===== config.mk =====
export PLATFORM = sky130hd
export DESIGN_NAME = capsns_top
export DESIGN_NICKNAME = d
export VERILOG_FILES = /design/src/capsns_pkg.sv /design/src/capsns_top.sv /design/src/capsns_sync.sv /design/src/capsns_counter.sv
export SDC_FILE = /design/constraint.sdc
export NUM_CORES = 1
export LEC_CHECK = 0
export BUFFER_PORTS_ARGS = -buffer_cell sky130_fd_sc_hd__buf_2
export CAP_MARGIN = 20
export CORE_MARGIN = 2
export CORE_UTILIZATION = 35
export DETAILED_ROUTE_END_ITERATION = 12
export PLACE_DENSITY = 0.67
export SLEW_MARGIN = 10
export SYNTH_ARGS = -nofsm -noshare
export SYNTH_HDL_FRONTEND = slang
export SYNTH_SLANG_ARGS = --single-unit

===== constraint.sdc =====
create_clock -name pclk -period 2.1 [get_ports pclk]
set_input_delay 0.105 -clock pclk [delete_from_list [all_inputs] [get_ports pclk]]
set_output_delay 0.105 -clock pclk [all_outputs]
set_load 0.05 [all_outputs]

===== src/capsns_pkg.sv =====
// capsns_pkg: register map, field layout, reset values and shared types of the sensing block
package capsns_pkg;

    // ==========================================================
    // register map (APB byte addresses)
    localparam logic [11:0] CAPSNS_OFS_CONTROL   = 12'h000;
    localparam logic [11:0] CAPSNS_OFS_TIMER_CFG = 12'h004;
    localparam logic [11:0] CAPSNS_OFS_TIMER0    = 12'h008;
    localparam logic [11:0] CAPSNS_OFS_TIMER1    = 12'h00C;

    // ==========================================================
    // control register fields
    localparam int CTL_ENABLE_BIT = 7;
    localparam int CTL_REFMODE_BIT = 6;
    localparam int CTL_RANGE_HI   = 3;
    localparam int CTL_RANGE_LO   = 2;
    localparam int CTL_STATUS_BIT = 1;
    localparam int CTL_T0XSEL_BIT = 0;
    localparam logic [7:0] CTL_WRITE_MASK  = 8'hCD;
    localparam logic [7:0] CTL_RESET_VALUE = 8'h00;

    // ==========================================================
    // timer configuration register fields
    localparam int TCF_T0CS_BIT   = 0;
    localparam int TCF_T1CS_LO    = 1;
    localparam int TCF_T1CS_HI    = 2;
    localparam int TCF_T1ON_BIT   = 3;
    localparam int TCF_T1GE_BIT   = 4;
    localparam logic [7:0] TCF_WRITE_MASK  = 8'h1F;
    localparam logic [7:0] TCF_RESET_VALUE = 8'h00;
    localparam logic [1:0] T1CS_SENSE_OSC  = 2'h3;

    // ==========================================================
    // timer widths and reset values
    localparam int T0_WIDTH = 8;
    localparam int T1_WIDTH = 16;
    localparam logic [T0_WIDTH-1:0] T0_RESET_VALUE = 8'h00;
    localparam logic [T1_WIDTH-1:0] T1_RESET_VALUE = 16'h0000;

    // ==========================================================
    // types
    typedef enum logic [2:0] {
        CAPSNS_CUR_OFF   = 3'h0,
        CAPSNS_CUR_LOW   = 3'h1,
        CAPSNS_CUR_MED   = 3'h3,
        CAPSNS_CUR_HIGH  = 3'h2,
        CAPSNS_CUR_NOISE = 3'h6
    } capsns_cur_e;

    typedef struct packed {
        logic        osc_enable;
        logic        variable_ref;
        logic        source_enable;
        capsns_cur_e current;
    } capsns_analog_s;

    typedef struct packed {
        logic [11:0] paddr;
        logic        psel;
        logic        penable;
        logic        pwrite;
        logic [31:0] pwdata;
    } capsns_apb_req_s;

endpackage : capsns_pkg


===== src/capsns_top.sv =====
// capsns_top: capacitive sensing oscillator control, timer clock routing and APB registers
`timescale 1ns/1ps
module capsns_top
    import capsns_pkg::*;
(
    input  wire logic          pclk,
    input  wire logic          presetn,
    input  wire logic [11:0]   paddr,
    input  wire logic          psel,
    input  wire logic          penable,
    input  wire logic          pwrite,
    input  wire logic [31:0]   pwdata,
    input  wire logic [3:0]    pstrb,
    output logic      [31:0]   prdata,
    output logic               pready,
    output logic               pslverr,
    input  wire logic          sense_osc_in,
    input  wire logic          timer0_pin_in,
    input  wire logic          instr_clk_en,
    input  wire logic          timer1_other_clk_en,
    input  wire logic          timer1_gate_in,
    input  wire logic          sleep_mode,
    output capsns_analog_s     analog_ctrl,
    output logic               timer0_overflow,
    output logic               timer1_overflow
);
    // ==========================================================
    // registers
    logic [7:0]          control;
    logic [7:0]          timer_cfg;
    logic [T0_WIDTH-1:0] timer0_value;
    logic [T1_WIDTH-1:0] timer1_value;
    logic                osc_sync;
    logic                osc_rise;
    logic                pin_sync;
    logic                pin_rise;
    logic                t0_count;
    logic                t1_count;
    logic                t0_ovf;
    logic                t1_ovf;
    logic                t0_load;
    logic                t1_load;
    logic                apb_write;
    logic                apb_read;
    logic                mapped;
    capsns_analog_s      next_analog;

    function automatic logic addr_hit(input logic [11:0] a, input logic [11:0] ofs);
        addr_hit = (a == ofs);
    endfunction : addr_hit

    function automatic capsns_cur_e decode_range(input logic refm, input logic [1:0] rng);
        case (rng)
            2'h0:    decode_range = refm ? CAPSNS_CUR_NOISE : CAPSNS_CUR_OFF;
            2'h1:    decode_range = CAPSNS_CUR_LOW;
            2'h2:    decode_range = CAPSNS_CUR_MED;
            2'h3:    decode_range = CAPSNS_CUR_HIGH;
            default: decode_range = CAPSNS_CUR_OFF;
        endcase
    endfunction : decode_range

    // ==========================================================
    // apb access decode
    assign apb_write = psel & penable & pwrite;
    assign apb_read  = psel & ~penable & ~pwrite;
    assign mapped    = addr_hit(paddr, CAPSNS_OFS_CONTROL)   |
                       addr_hit(paddr, CAPSNS_OFS_TIMER_CFG) |
                       addr_hit(paddr, CAPSNS_OFS_TIMER0)    |
                       addr_hit(paddr, CAPSNS_OFS_TIMER1);

    // ==========================================================
    // oscillator and timer0 pin synchronisers
    capsns_sync u_osc_sync (
        .pclk     (pclk),
        .presetn  (presetn),
        .async_in (sense_osc_in),
        .sync_out (osc_sync),
        .rise     (osc_rise)
    );

    capsns_sync u_pin_sync (
        .pclk     (pclk),
        .presetn  (presetn),
        .async_in (timer0_pin_in),
        .sync_out (pin_sync),
        .rise     (pin_rise)
    );

    // ==========================================================
    // control register
    always_ff @(posedge pclk or negedge presetn) begin
        if (!presetn) begin
            control <= CTL_RESET_VALUE;
        end else if (apb_write && addr_hit(paddr, CAPSNS_OFS_CONTROL) && pstrb[0]) begin
            control <= (pwdata[7:0] & CTL_WRITE_MASK) | {6'h00, osc_sync, 1'b0} &
                       ~CTL_WRITE_MASK;
        end else begin
            control[CTL_STATUS_BIT] <= osc_sync;
        end
    end

    // ==========================================================
    // timer configuration register
    always_ff @(posedge pclk or negedge presetn) begin
        if (!presetn) begin
            timer_cfg <= TCF_RESET_VALUE;
        end else if (apb_write && addr_hit(paddr, CAPSNS_OFS_TIMER_CFG) && pstrb[0]) begin
            timer_cfg <= pwdata[7:0] & TCF_WRITE_MASK;
        end
    end

    // ==========================================================
    // analog control outputs
    always_comb begin
        next_analog.osc_enable    = control[CTL_ENABLE_BIT];
        next_analog.variable_ref  = control[CTL_REFMODE_BIT];
        next_analog.current       = control[CTL_ENABLE_BIT] ?
            decode_range(control[CTL_REFMODE_BIT],
                         control[CTL_RANGE_HI:CTL_RANGE_LO]) : CAPSNS_CUR_OFF;
        next_analog.source_enable = control[CTL_ENABLE_BIT] &&
                                    (control[CTL_RANGE_HI:CTL_RANGE_LO] != 2'h0);
        if (control[CTL_ENABLE_BIT] && !control[CTL_REFMODE_BIT] &&
            control[CTL_RANGE_HI:CTL_RANGE_LO] == 2'h0) begin
            next_analog.osc_enable = 1'b0;
        end
    end

    always_ff @(posedge pclk or negedge presetn) begin
        if (!presetn) begin
            analog_ctrl <= '0;
        end else begin
            analog_ctrl <= next_analog;
        end
    end

    // ==========================================================
    // timer clock routing
    always_comb begin
        if (!timer_cfg[TCF_T0CS_BIT]) begin
            t0_count = instr_clk_en;
        end else if (control[CTL_T0XSEL_BIT]) begin
            t0_count = osc_rise;
        end else begin
            t0_count = pin_rise;
        end
        if (sleep_mode) begin
            t0_count = 1'b0;
        end
    end

    always_comb begin
        if (!timer_cfg[TCF_T1ON_BIT]) begin
            t1_count = 1'b0;
        end else if (timer_cfg[TCF_T1GE_BIT] && !timer1_gate_in) begin
            t1_count = 1'b0;
        end else if (timer_cfg[TCF_T1CS_HI:TCF_T1CS_LO] == T1CS_SENSE_OSC) begin
            t1_count = osc_rise;
        end else begin
            t1_count = timer1_other_clk_en;
        end
    end

    assign t0_load = apb_write && addr_hit(paddr, CAPSNS_OFS_TIMER0) && pstrb[0];
    assign t1_load = apb_write && addr_hit(paddr, CAPSNS_OFS_TIMER1) && (|pstrb[1:0]);

    capsns_counter #(.WIDTH(T0_WIDTH)) u_timer0 (
        .pclk       (pclk),
        .presetn    (presetn),
        .count_en   (t0_count),
        .load       (t0_load),
        .load_value (pwdata[T0_WIDTH-1:0]),
        .value      (timer0_value),
        .overflow   (t0_ovf)
    );

    capsns_counter #(.WIDTH(T1_WIDTH)) u_timer1 (
        .pclk       (pclk),
        .presetn    (presetn),
        .count_en   (t1_count),
        .load       (t1_load),
        .load_value (pwdata[T1_WIDTH-1:0]),
        .value      (timer1_value),
        .overflow   (t1_ovf)
    );

    always_ff @(posedge pclk or negedge presetn) begin
        if (!presetn) begin
            timer0_overflow <= 1'b0;
            timer1_overflow <= 1'b0;
        end else begin
            timer0_overflow <= t0_ovf;
            timer1_overflow <= t1_ovf;
        end
    end

    // ==========================================================
    // apb read path: data latched in setup, answered in one access cycle
    always_ff @(posedge pclk or negedge presetn) begin
        if (!presetn) begin
            prdata <= 32'h0000_0000;
        end else if (apb_read) begin
            if (addr_hit(paddr, CAPSNS_OFS_CONTROL)) begin
                prdata <= {24'h000000, control};
            end else if (addr_hit(paddr, CAPSNS_OFS_TIMER_CFG)) begin
                prdata <= {24'h000000, timer_cfg};
            end else if (addr_hit(paddr, CAPSNS_OFS_TIMER0)) begin
                prdata <= {24'h000000, timer0_value};
            end else if (addr_hit(paddr, CAPSNS_OFS_TIMER1)) begin
                prdata <= {16'h0000, timer1_value};
            end else begin
                prdata <= 32'h0000_0000;
            end
        end
    end

    always_ff @(posedge pclk or negedge presetn) begin
        if (!presetn) begin
            pready  <= 1'b0;
            pslverr <= 1'b0;
        end else begin
            pready  <= psel & ~penable;
            pslverr <= psel & ~penable & ~mapped;
        end
    end

    // ==========================================================
    // checks
    chk_reserved_zero: assert property (@(posedge pclk) disable iff (!presetn)
        control[5:4] == 2'h0 && control[CTL_STATUS_BIT] == $past(osc_sync))
        else $error("reserved bits or status mismatch");

    chk_noise_mode: assert property (@(posedge pclk) disable iff (!presetn)
        (control[7:6] == 2'h3 && control[3:2] == 2'h0) |=> analog_ctrl.current ==
        CAPSNS_CUR_NOISE && !analog_ctrl.source_enable && analog_ctrl.osc_enable)
        else $error("noise detection decode wrong");

    chk_fixed_off: assert property (@(posedge pclk) disable iff (!presetn)
        (control[7:6] == 2'h2 && control[3:2] == 2'h0) |=> !analog_ctrl.osc_enable)
        else $error("fixed mode off not honoured");

    chk_disable_off: assert property (@(posedge pclk) disable iff (!presetn)
        !control[7] |=> !analog_ctrl.osc_enable && analog_ctrl.current == CAPSNS_CUR_OFF)
        else $error("module disabled but oscillator on");

    chk_refmode_out: assert property (@(posedge pclk) disable iff (!presetn)
        analog_ctrl.variable_ref == $past(control[6]))
        else $error("reference mode not routed");

    chk_t0_sleep: assert property (@(posedge pclk) disable iff (!presetn)
        (sleep_mode && !t0_load) |=> timer0_value == $past(timer0_value))
        else $error("timer0 counted in sleep");

    chk_t0_osc: assert property (@(posedge pclk) disable iff (!presetn)
        (timer_cfg[0] && control[0] && !sleep_mode && osc_rise && !t0_load)
        |=> timer0_value == $past(timer0_value) + 8'h01)
        else $error("timer0 missed oscillator edge");

    chk_t1_off: assert property (@(posedge pclk) disable iff (!presetn)
        (!timer_cfg[3] && !t1_load) |=> timer1_value == $past(timer1_value))
        else $error("timer1 counted while off");

    chk_t1_osc: assert property (@(posedge pclk) disable iff (!presetn)
        (timer_cfg[4:1] == 4'h7 && osc_rise && !t1_load)
        |=> timer1_value == $past(timer1_value) + 16'h0001)
        else $error("timer1 missed oscillator edge");

    chk_pready_setup: assert property (@(posedge pclk) disable iff (!presetn)
        (psel && !penable) |=> pready)
        else $error("no answer after setup cycle");

    chk_pready_once: assert property (@(posedge pclk) disable iff (!presetn)
        pready |=> !pready)
        else $error("answer held longer than one cycle");

    chk_slverr_ready: assert property (@(posedge pclk) disable iff (!presetn)
        pslverr |-> pready)
        else $error("error flag without answer");

    chk_unmapped_err: assert property (@(posedge pclk) disable iff (!presetn)
        (psel && !penable && !mapped) |=> pslverr)
        else $error("unmapped access not flagged");

    chk_cfg_write: assert property (@(posedge pclk) disable iff (!presetn)
        (apb_write && addr_hit(paddr, CAPSNS_OFS_TIMER_CFG) && pstrb[0])
        |=> timer_cfg == ($past(pwdata[7:0]) & TCF_WRITE_MASK))
        else $error("timer configuration write lost");

    chk_t0_pin: assert property (@(posedge pclk) disable iff (!presetn)
        (timer_cfg[0] && !control[0] && !sleep_mode && pin_rise && !t0_load)
        |=> timer0_value == $past(timer0_value) + 8'h01)
        else $error("timer0 missed pin edge");

    chk_t0_instr: assert property (@(posedge pclk) disable iff (!presetn)
        (!timer_cfg[0] && !sleep_mode && instr_clk_en && !t0_load)
        |=> timer0_value == $past(timer0_value) + 8'h01)
        else $error("timer0 missed instruction clock");

    chk_t1_gate: assert property (@(posedge pclk) disable iff (!presetn)
        (timer_cfg[4:3] == 2'h3 && !timer1_gate_in && !t1_load)
        |=> timer1_value == $past(timer1_value))
        else $error("timer1 counted with gate shut");

    chk_t1_free: assert property (@(posedge pclk) disable iff (!presetn)
        (timer_cfg[4:1] == 4'h4 && timer1_other_clk_en && !t1_load)
        |=> timer1_value == $past(timer1_value) + 16'h0001)
        else $error("timer1 missed other clock");

    chk_t0_wrap: assert property (@(posedge pclk) disable iff (!presetn)
        (t0_count && timer0_value == 8'hFF && !t0_load) |=> ##1 timer0_overflow)
        else $error("timer0 wrap without overflow pulse");

    chk_t1_wrap: assert property (@(posedge pclk) disable iff (!presetn)
        (t1_count && timer1_value == 16'hFFFF && !t1_load) |=> ##1 timer1_overflow)
        else $error("timer1 wrap without overflow pulse");

    chk_source_osc: assert property (@(posedge pclk) disable iff (!presetn)
        analog_ctrl.source_enable |-> analog_ctrl.osc_enable)
        else $error("current source on with oscillator off");

    chk_range_low: assert property (@(posedge pclk) disable iff (!presetn)
        (control[7] && control[3:2] == 2'h1) |=> analog_ctrl.current == CAPSNS_CUR_LOW &&
        analog_ctrl.source_enable)
        else $error("low range decode wrong");

    chk_osc_sleep: assert property (@(posedge pclk) disable iff (!presetn)
        (control[7] && control[3:2] != 2'h0) |=> analog_ctrl.osc_enable)
        else $error("oscillator stopped while enabled");

endmodule : capsns_top


===== src/capsns_sync.sv =====
// capsns_sync: two-flop synchroniser with edge detect on the second stage
`timescale 1ns/1ps
module capsns_sync
    import capsns_pkg::*;
(
    input  wire logic pclk,
    input  wire logic presetn,
    input  wire logic async_in,
    output logic      sync_out,
    output logic      rise
);
    logic meta;
    logic prev;

    always_ff @(posedge pclk or negedge presetn) begin
        if (!presetn) begin
            meta     <= 1'b0;
            sync_out <= 1'b0;
            prev     <= 1'b0;
        end else begin
            meta     <= async_in;
            sync_out <= meta;
            prev     <= sync_out;
        end
    end

    assign rise = sync_out & ~prev;
endmodule : capsns_sync


===== src/capsns_counter.sv =====
// capsns_counter: clearable, loadable event counter with overflow pulse
`timescale 1ns/1ps
module capsns_counter
    import capsns_pkg::*;
#(
    parameter int WIDTH = 8
) (
    input  wire logic             pclk,
    input  wire logic             presetn,
    input  wire logic             count_en,
    input  wire logic             load,
    input  wire logic [WIDTH-1:0] load_value,
    output logic      [WIDTH-1:0] value,
    output logic                  overflow
);
    always_ff @(posedge pclk or negedge presetn) begin
        if (!presetn) begin
            value    <= '0;
            overflow <= 1'b0;
        end else if (load) begin
            value    <= load_value;
            overflow <= 1'b0;
        end else begin
            overflow <= count_en & (&value);
            if (count_en) begin
                value <= value + 1'b1;
            end
        end
    end
endmodule : capsns_counter


# Yosys cells after proc, flatten, opt, wreduce, memory -nomap -nowiden
# Index checks and enable logic that the tools add are counted.
[totals]
output_inout_bits = 42
wordCells = 92
ff_bits = 87
[op_classes]
n_mux = 21
n_addsub = 2
n_reduce_logical = 22
n_bitwise = 18
n_eq_ne = 7
[op_table]
columns = ["op", "count"]
rows = [
  ["$mux W16", 6],
  ["$eq A12 B4 Y1 const B", 2],
  ["$add A16 B1 Y16 const B", 1],
  ["$mux W8", 2],
  ["$reduce_and A16 Y1", 1],
  ["$eq A12 B3 Y1 const B", 1],
  ["$logic_and A1 B1 Y1", 12],
  ["$logic_not A12 Y1", 1],
  ["$pmux W3 S4", 1],
  ["$mux W1", 10],
  ["$and A1 B1 Y1", 9],
  ["$add A8 B1 Y8 const B", 1],
  ["$or A8 B2 Y8", 1],
  ["$reduce_and A8 Y1", 1],
  ["$eq A2 B2 Y1 const B", 3],
  ["$mux W3", 2],
  ["$reduce_bool A2 Y1", 3],
  ["$not A1 Y1", 5],
  ["$or A1 B1 Y1", 3],
  ["$eq A2 B1 Y1 const B", 1],
  ["$logic_not A1 Y1", 2],
  ["$logic_not A2 Y1", 1],
  ["$reduce_or A2 Y1", 1],
]

# Depth between registers and ports, before layout
[depth]
ltp_word = 7
depth_mapped = 7

# Cells and area by module
# From an unflattened synthesis, not the netlist that was laid out.
[hier_totals]
hier_cells = 313
hier_area_um2 = 3409.5
[by_module_without_submodules]
columns = ["mod", "instances", "cells_each", "area_each_um2", "seq_area_each_um2"]
rows = [
  ["capsns_top", 1, 157, 1840.5, 925.9],
  ["capsns_counter (u_timer1)", 1, 96, 907.1, 425.4],
  ["capsns_counter (u_timer0)", 1, 52, 484.2, 225.2],
  ["capsns_sync", 2, 4, 88.8, 75.1],
]

# Worst setup path before layout
# OpenSTA, ideal clock, no wires.
[synth_path]
path_type = "register to register"
from = "reg control[0]"
to = "reg u_timer0.value[7]"
path_slack_ns = 0.206
n_path_buf = 0
stages_incl_launch_ff = 6
required_ns = 2.023
t_arrival_ns = 1.816
synth_period_minus_slack_ns = 1.894
cell_sequence = "dfrtp_1 or3b_2 a311oi_2 nand4_1 xor2_1 a21oi_1"
[synth_between]
elab_chain_len = 4
[synth_lines]
columns = ["item", "line", "rtl"]
rows = [
  ["start: declaration", "capsns_top.sv:29", "logic [7:0] control;"],
  ["start signal: assignment", "capsns_top.sv:95", "control <= (pwdata[7:0] & CTL_WRITE_MASK) | {6'h00, osc_sync, 1'b0} &"],
  ["start signal: indexed assignment", "capsns_top.sv:98", "control[CTL_STATUS_BIT] <= osc_sync;"],
  ["$mux W1", "capsns_top.sv:141", "end else if (control[CTL_T0XSEL_BIT]) begin"],
  ["$mux W1", "capsns_top.sv:139", "if (!timer_cfg[TCF_T0CS_BIT]) begin"],
  ["$mux W1", "capsns_top.sv:146", "if (sleep_mode) begin"],
  ["$reduce_bool A2 Y1 (no line)", "-", ""],
  ["end signal: assignment", "capsns_counter.sv:21", "value <= load_value;"],
  ["end signal: assignment", "capsns_counter.sv:26", "value <= value + 1'b1;"],
  ["end: declaration", "capsns_counter.sv:13", "output logic [WIDTH-1:0] value,"],
]
# No other way between the ends.
# A chain may end at the register's enable or synchronous reset.

# Final worst setup path
# Ends and elaborated chain as after synthesis.

==> impl_metrics.yaml <==
die:
  design.die.area_um2: 10400
  num_io_pins: 101
  die_w_um: 102
  fp-row-count: 35
  die_y_um: 102
  initial_utilization_pct: 36.1
  core_um2: 9280
timing:
  fmax_ghz: 0.529
  finalCritPeriodShare_pct: 90.0
  drv_slew: 0
  finalClockSkew_ns: 0.0111
  hold_viol: 0
  timing.hold.ws_ns: 0.0196
  fin_ws_ns: 0.210
  finalSetupViolations: 0
  relSlewSlack_pct: 54.4
  worst_slew_pin_slew_ns: 0.683
  setup-tns-final_ns: 0
  rsz0062_at_grt: "no"
  period_needed_ns: 1.89
synthesis:
  ys_warn_count: 0
  async_flop_share_pct: 100
  yosysSeqAreaShare_pct: 50.8
  synthTopCellsByArea: "dfrtp_1 51%, buf_4 3.8%, xnor2_1 3.7%"
  yosysTopAreaCell: "dfrtp_1"
  synth-edff-count: 0
  syn_avg_cell_area_um2: 11.1
  synthCells: 303
  synth-seq-cells: 68
  synth_top_area_share_pct: 50.8
  synth_cell_type_count: 48
  netlist_area_um2: 3350
  ys.flop_type: "dfrtp_1"
clock_tree:
  clk_latency_ns: 0.34
  cts_sinks: 68
  cts.clk_slew.worst_paths_ns: 0.08
  ctsResizeCount: 0
  cts_buffers: 9
  tritoncts: "done"
  cts_buffer_depth: 2
  htree_levels: 3
  clock-root-buffer: "clkbuf_8"
layout:
  synthToLayoutAreaGrowth_pct: 25.2
  antenna_cells: 0
  final_nets: 457
  drive_gt1_share_pct: 29.4
  fin_util_pct: 45.2
global_route:
  grt_start_max_net_pins: 40
  gr-usage-all-layers_pct: 14.4
  grt_pass1_wl_um: 11400
  antenna_found_initial: 0
  grt_pass1_vias: 2349
  overflow: 0
worst_setup_path:
  setup.worst_path.end: "u_timer0.value[7]"
  cp-start-kind: "flop"
  arrival_ns: 2.16
  r2r-start: "control[0]"
  rrSetupSlack_ns: 0.21
  cp-end-kind: "flop"
  crit_type: "flop to flop"
  worst-r2r-cell-count: 6
  r2r_end: "u_timer0.value[7]"
  cp_max_fo: 8
  crit_path_start: "control[0]"
  cp.required_ns: 2.37
power:
  leakage_nw: 1.96
  ir_worst_vdd_uv: 288
  p_per_area_nw_per_um2: 728
placement:
  hpwl_um: 5370
  gp_congestion: 0.861
  io_buffers: 66
  dp_worst_setup_slack_ns: 0.226
detailed_routing:
  wl_per_cell_um: 13.6
  routed_via_density: 4.79
  wirelength_um: 7180
  drt_pre_antenna_iters: 4
  num_vias: 2522
  drc: 0
  drt_iter0_markers: 80
  postRouteAntennaNets: 0
min_path:
  hp-class: "input port to flop"
outcome:
  outcome: "finished clean"
run:
  maxCapViolations: 0
[Yosys cell counts (all sizes together), types with 2 or more instances]
| library cell | n |
|---|---|
| nor4 | 7 |
| o21ai | 21 |
| and3 | 2 |
| xnor2 | 14 |
| mux2i | 5 |
| dfrtp | 68 |
| ha | 5 |
| or4 | 2 |
| mux4 | 4 |
| xor2 | 8 |
| o2111ai | 3 |
| nor3 | 2 |
| nand2b | 3 |
| o31ai | 3 |
| nand4 | 9 |
| nand2 | 29 |
| clkbuf | 6 |
| inv | 9 |
| nor2 | 22 |
| a21oi | 10 |
| buf | 21 |
| a22o | 8 |
| and2 | 7 |
| mux2 | 9 |
| and4 | 2 |
| a21boi | 2 |
| nor2b | 2 |
| nand3 | 9 |
[worst max-delay path, stage by stage (launching register included)]
cell      delay, ns
dfrtp_1        0.42
or3b_2         0.49
a311oi_2       0.27
buf_4          0.20
nand4_1        0.14
xor2_1         0.17
a21oi_1        0.14
[cells by family (layout without fill, tap and decap cells)]
| group | count (synthesis) | after routing | synth area share [%] |
|---|---|---|---|
| simple gates | 101 | 101 | 17.1 |
| compound gates | 52 | 52 | 10.2 |
| flops | 68 | 68 | 50.8 |
| fa+ha+maj | 5 | 5 | 1.87 |
| xor+xnor | 22 | 22 | 5.75 |
| buf+inv | 36 | 116 | 6.46 |
| mux | 18 | 18 | 7.77 |
| other cells | 1 | 16 | 0.112 |
[report_power, final]
part / switching (W) / internal, W / total, W
Combinational: 0.000216 / 0.000154 / 0.000370
Sequential: 0.0000639 / 0.00137 / 0.00143
Clock: 0.000484 / 0.000767 / 0.00125
Total: 0.000763 / 0.00229 / 0.00306
[placed cells by master, fill, tap and decap left out, types with 11 or more instances in the layout]
| cell | instances |
|---|---|
| buf_4 | 11 |
| buf_2 | 66 |
| nor2_1 | 21 |
| o21ai_0 | 21 |
| dlygate4sd3_1 | 12 |
| conb_1 | 16 |
| clkbuf_8 | 12 |
| dfrtp_1 | 68 |
| nand2_1 | 29 |
| xnor2_1 | 14 |
[sequential cells by signal, summed over array words and instances, names as in the netlist]
register / cells
u_osc_sync.meta: 1
u_timer0.overflow: 1
timer_cfg: 5
timer1_overflow: 1
u_timer0.value: 8
timer0_overflow: 1
u_pin_sync.meta: 1
pslverr: 1
u_pin_sync.sync_out: 1
u_timer1.overflow: 1
analog_ctrl: 6
u_pin_sync.prev: 1
control: 6
u_osc_sync.sync_out: 1
u_timer1.value: 16
pready: 1
prdata: 16
[stage by stage]
step           area (um2)  cells  power, W
2_1_floorplan        3410    318   0.00170
3_3_place_gp         3840    499   0.00180
3_5_place_dp         3840    499   0.00181
4_1_cts              4190    527   0.00309
5_1_grt              4190    527   0.00318
6_report             4190    527   0.00306
[worst min-delay path by stage]
stage              start                  end  slack (ns)  cells after the start
2_1_floorplan    presetn       analog_ctrl[0]       -0.19                      0
3_3_place_gp     presetn      u_pin_sync.meta        0.19                      1
3_5_place_dp     presetn  u_pin_sync.sync_out        0.20                      1
4_1_cts        pwdata[4]    u_timer1.value[4]       0.007                      3
5_1_grt        pwdata[4]    u_timer1.value[4]        0.02                      3
6_report       pwdata[4]    u_timer1.value[4]        0.02                      3
[layer usage]
metal | vias up | track usage [%] | part of all wire, %
met2 | 82 | 21.7 | 45
met4 | 0 | 6.97 | 2.1
met3 | 14 | 3.69 | 6.6
met5 | - | 0 | 0
li1 | 1215 | - | -
met1 | 1211 | 19.3 | 46
[cell type report]
class	count	area [um2]
fillers	907	5090
flip-flops and latches	68	1700
multi-input cells	214	1490
repair buffers	91	573
clock buffers	13	169
well taps	129	161
clock inverters	3	67.6
inverters	9	33.8
[repair_timing]
item                                   in CTS  in global routing
buffers inserted                            0                  0
hold buffers                               12                  0
setup endpoints to repair                   0                  0
endpoints found under the hold margin      40                  0
(Power assumes the default switching activity.)
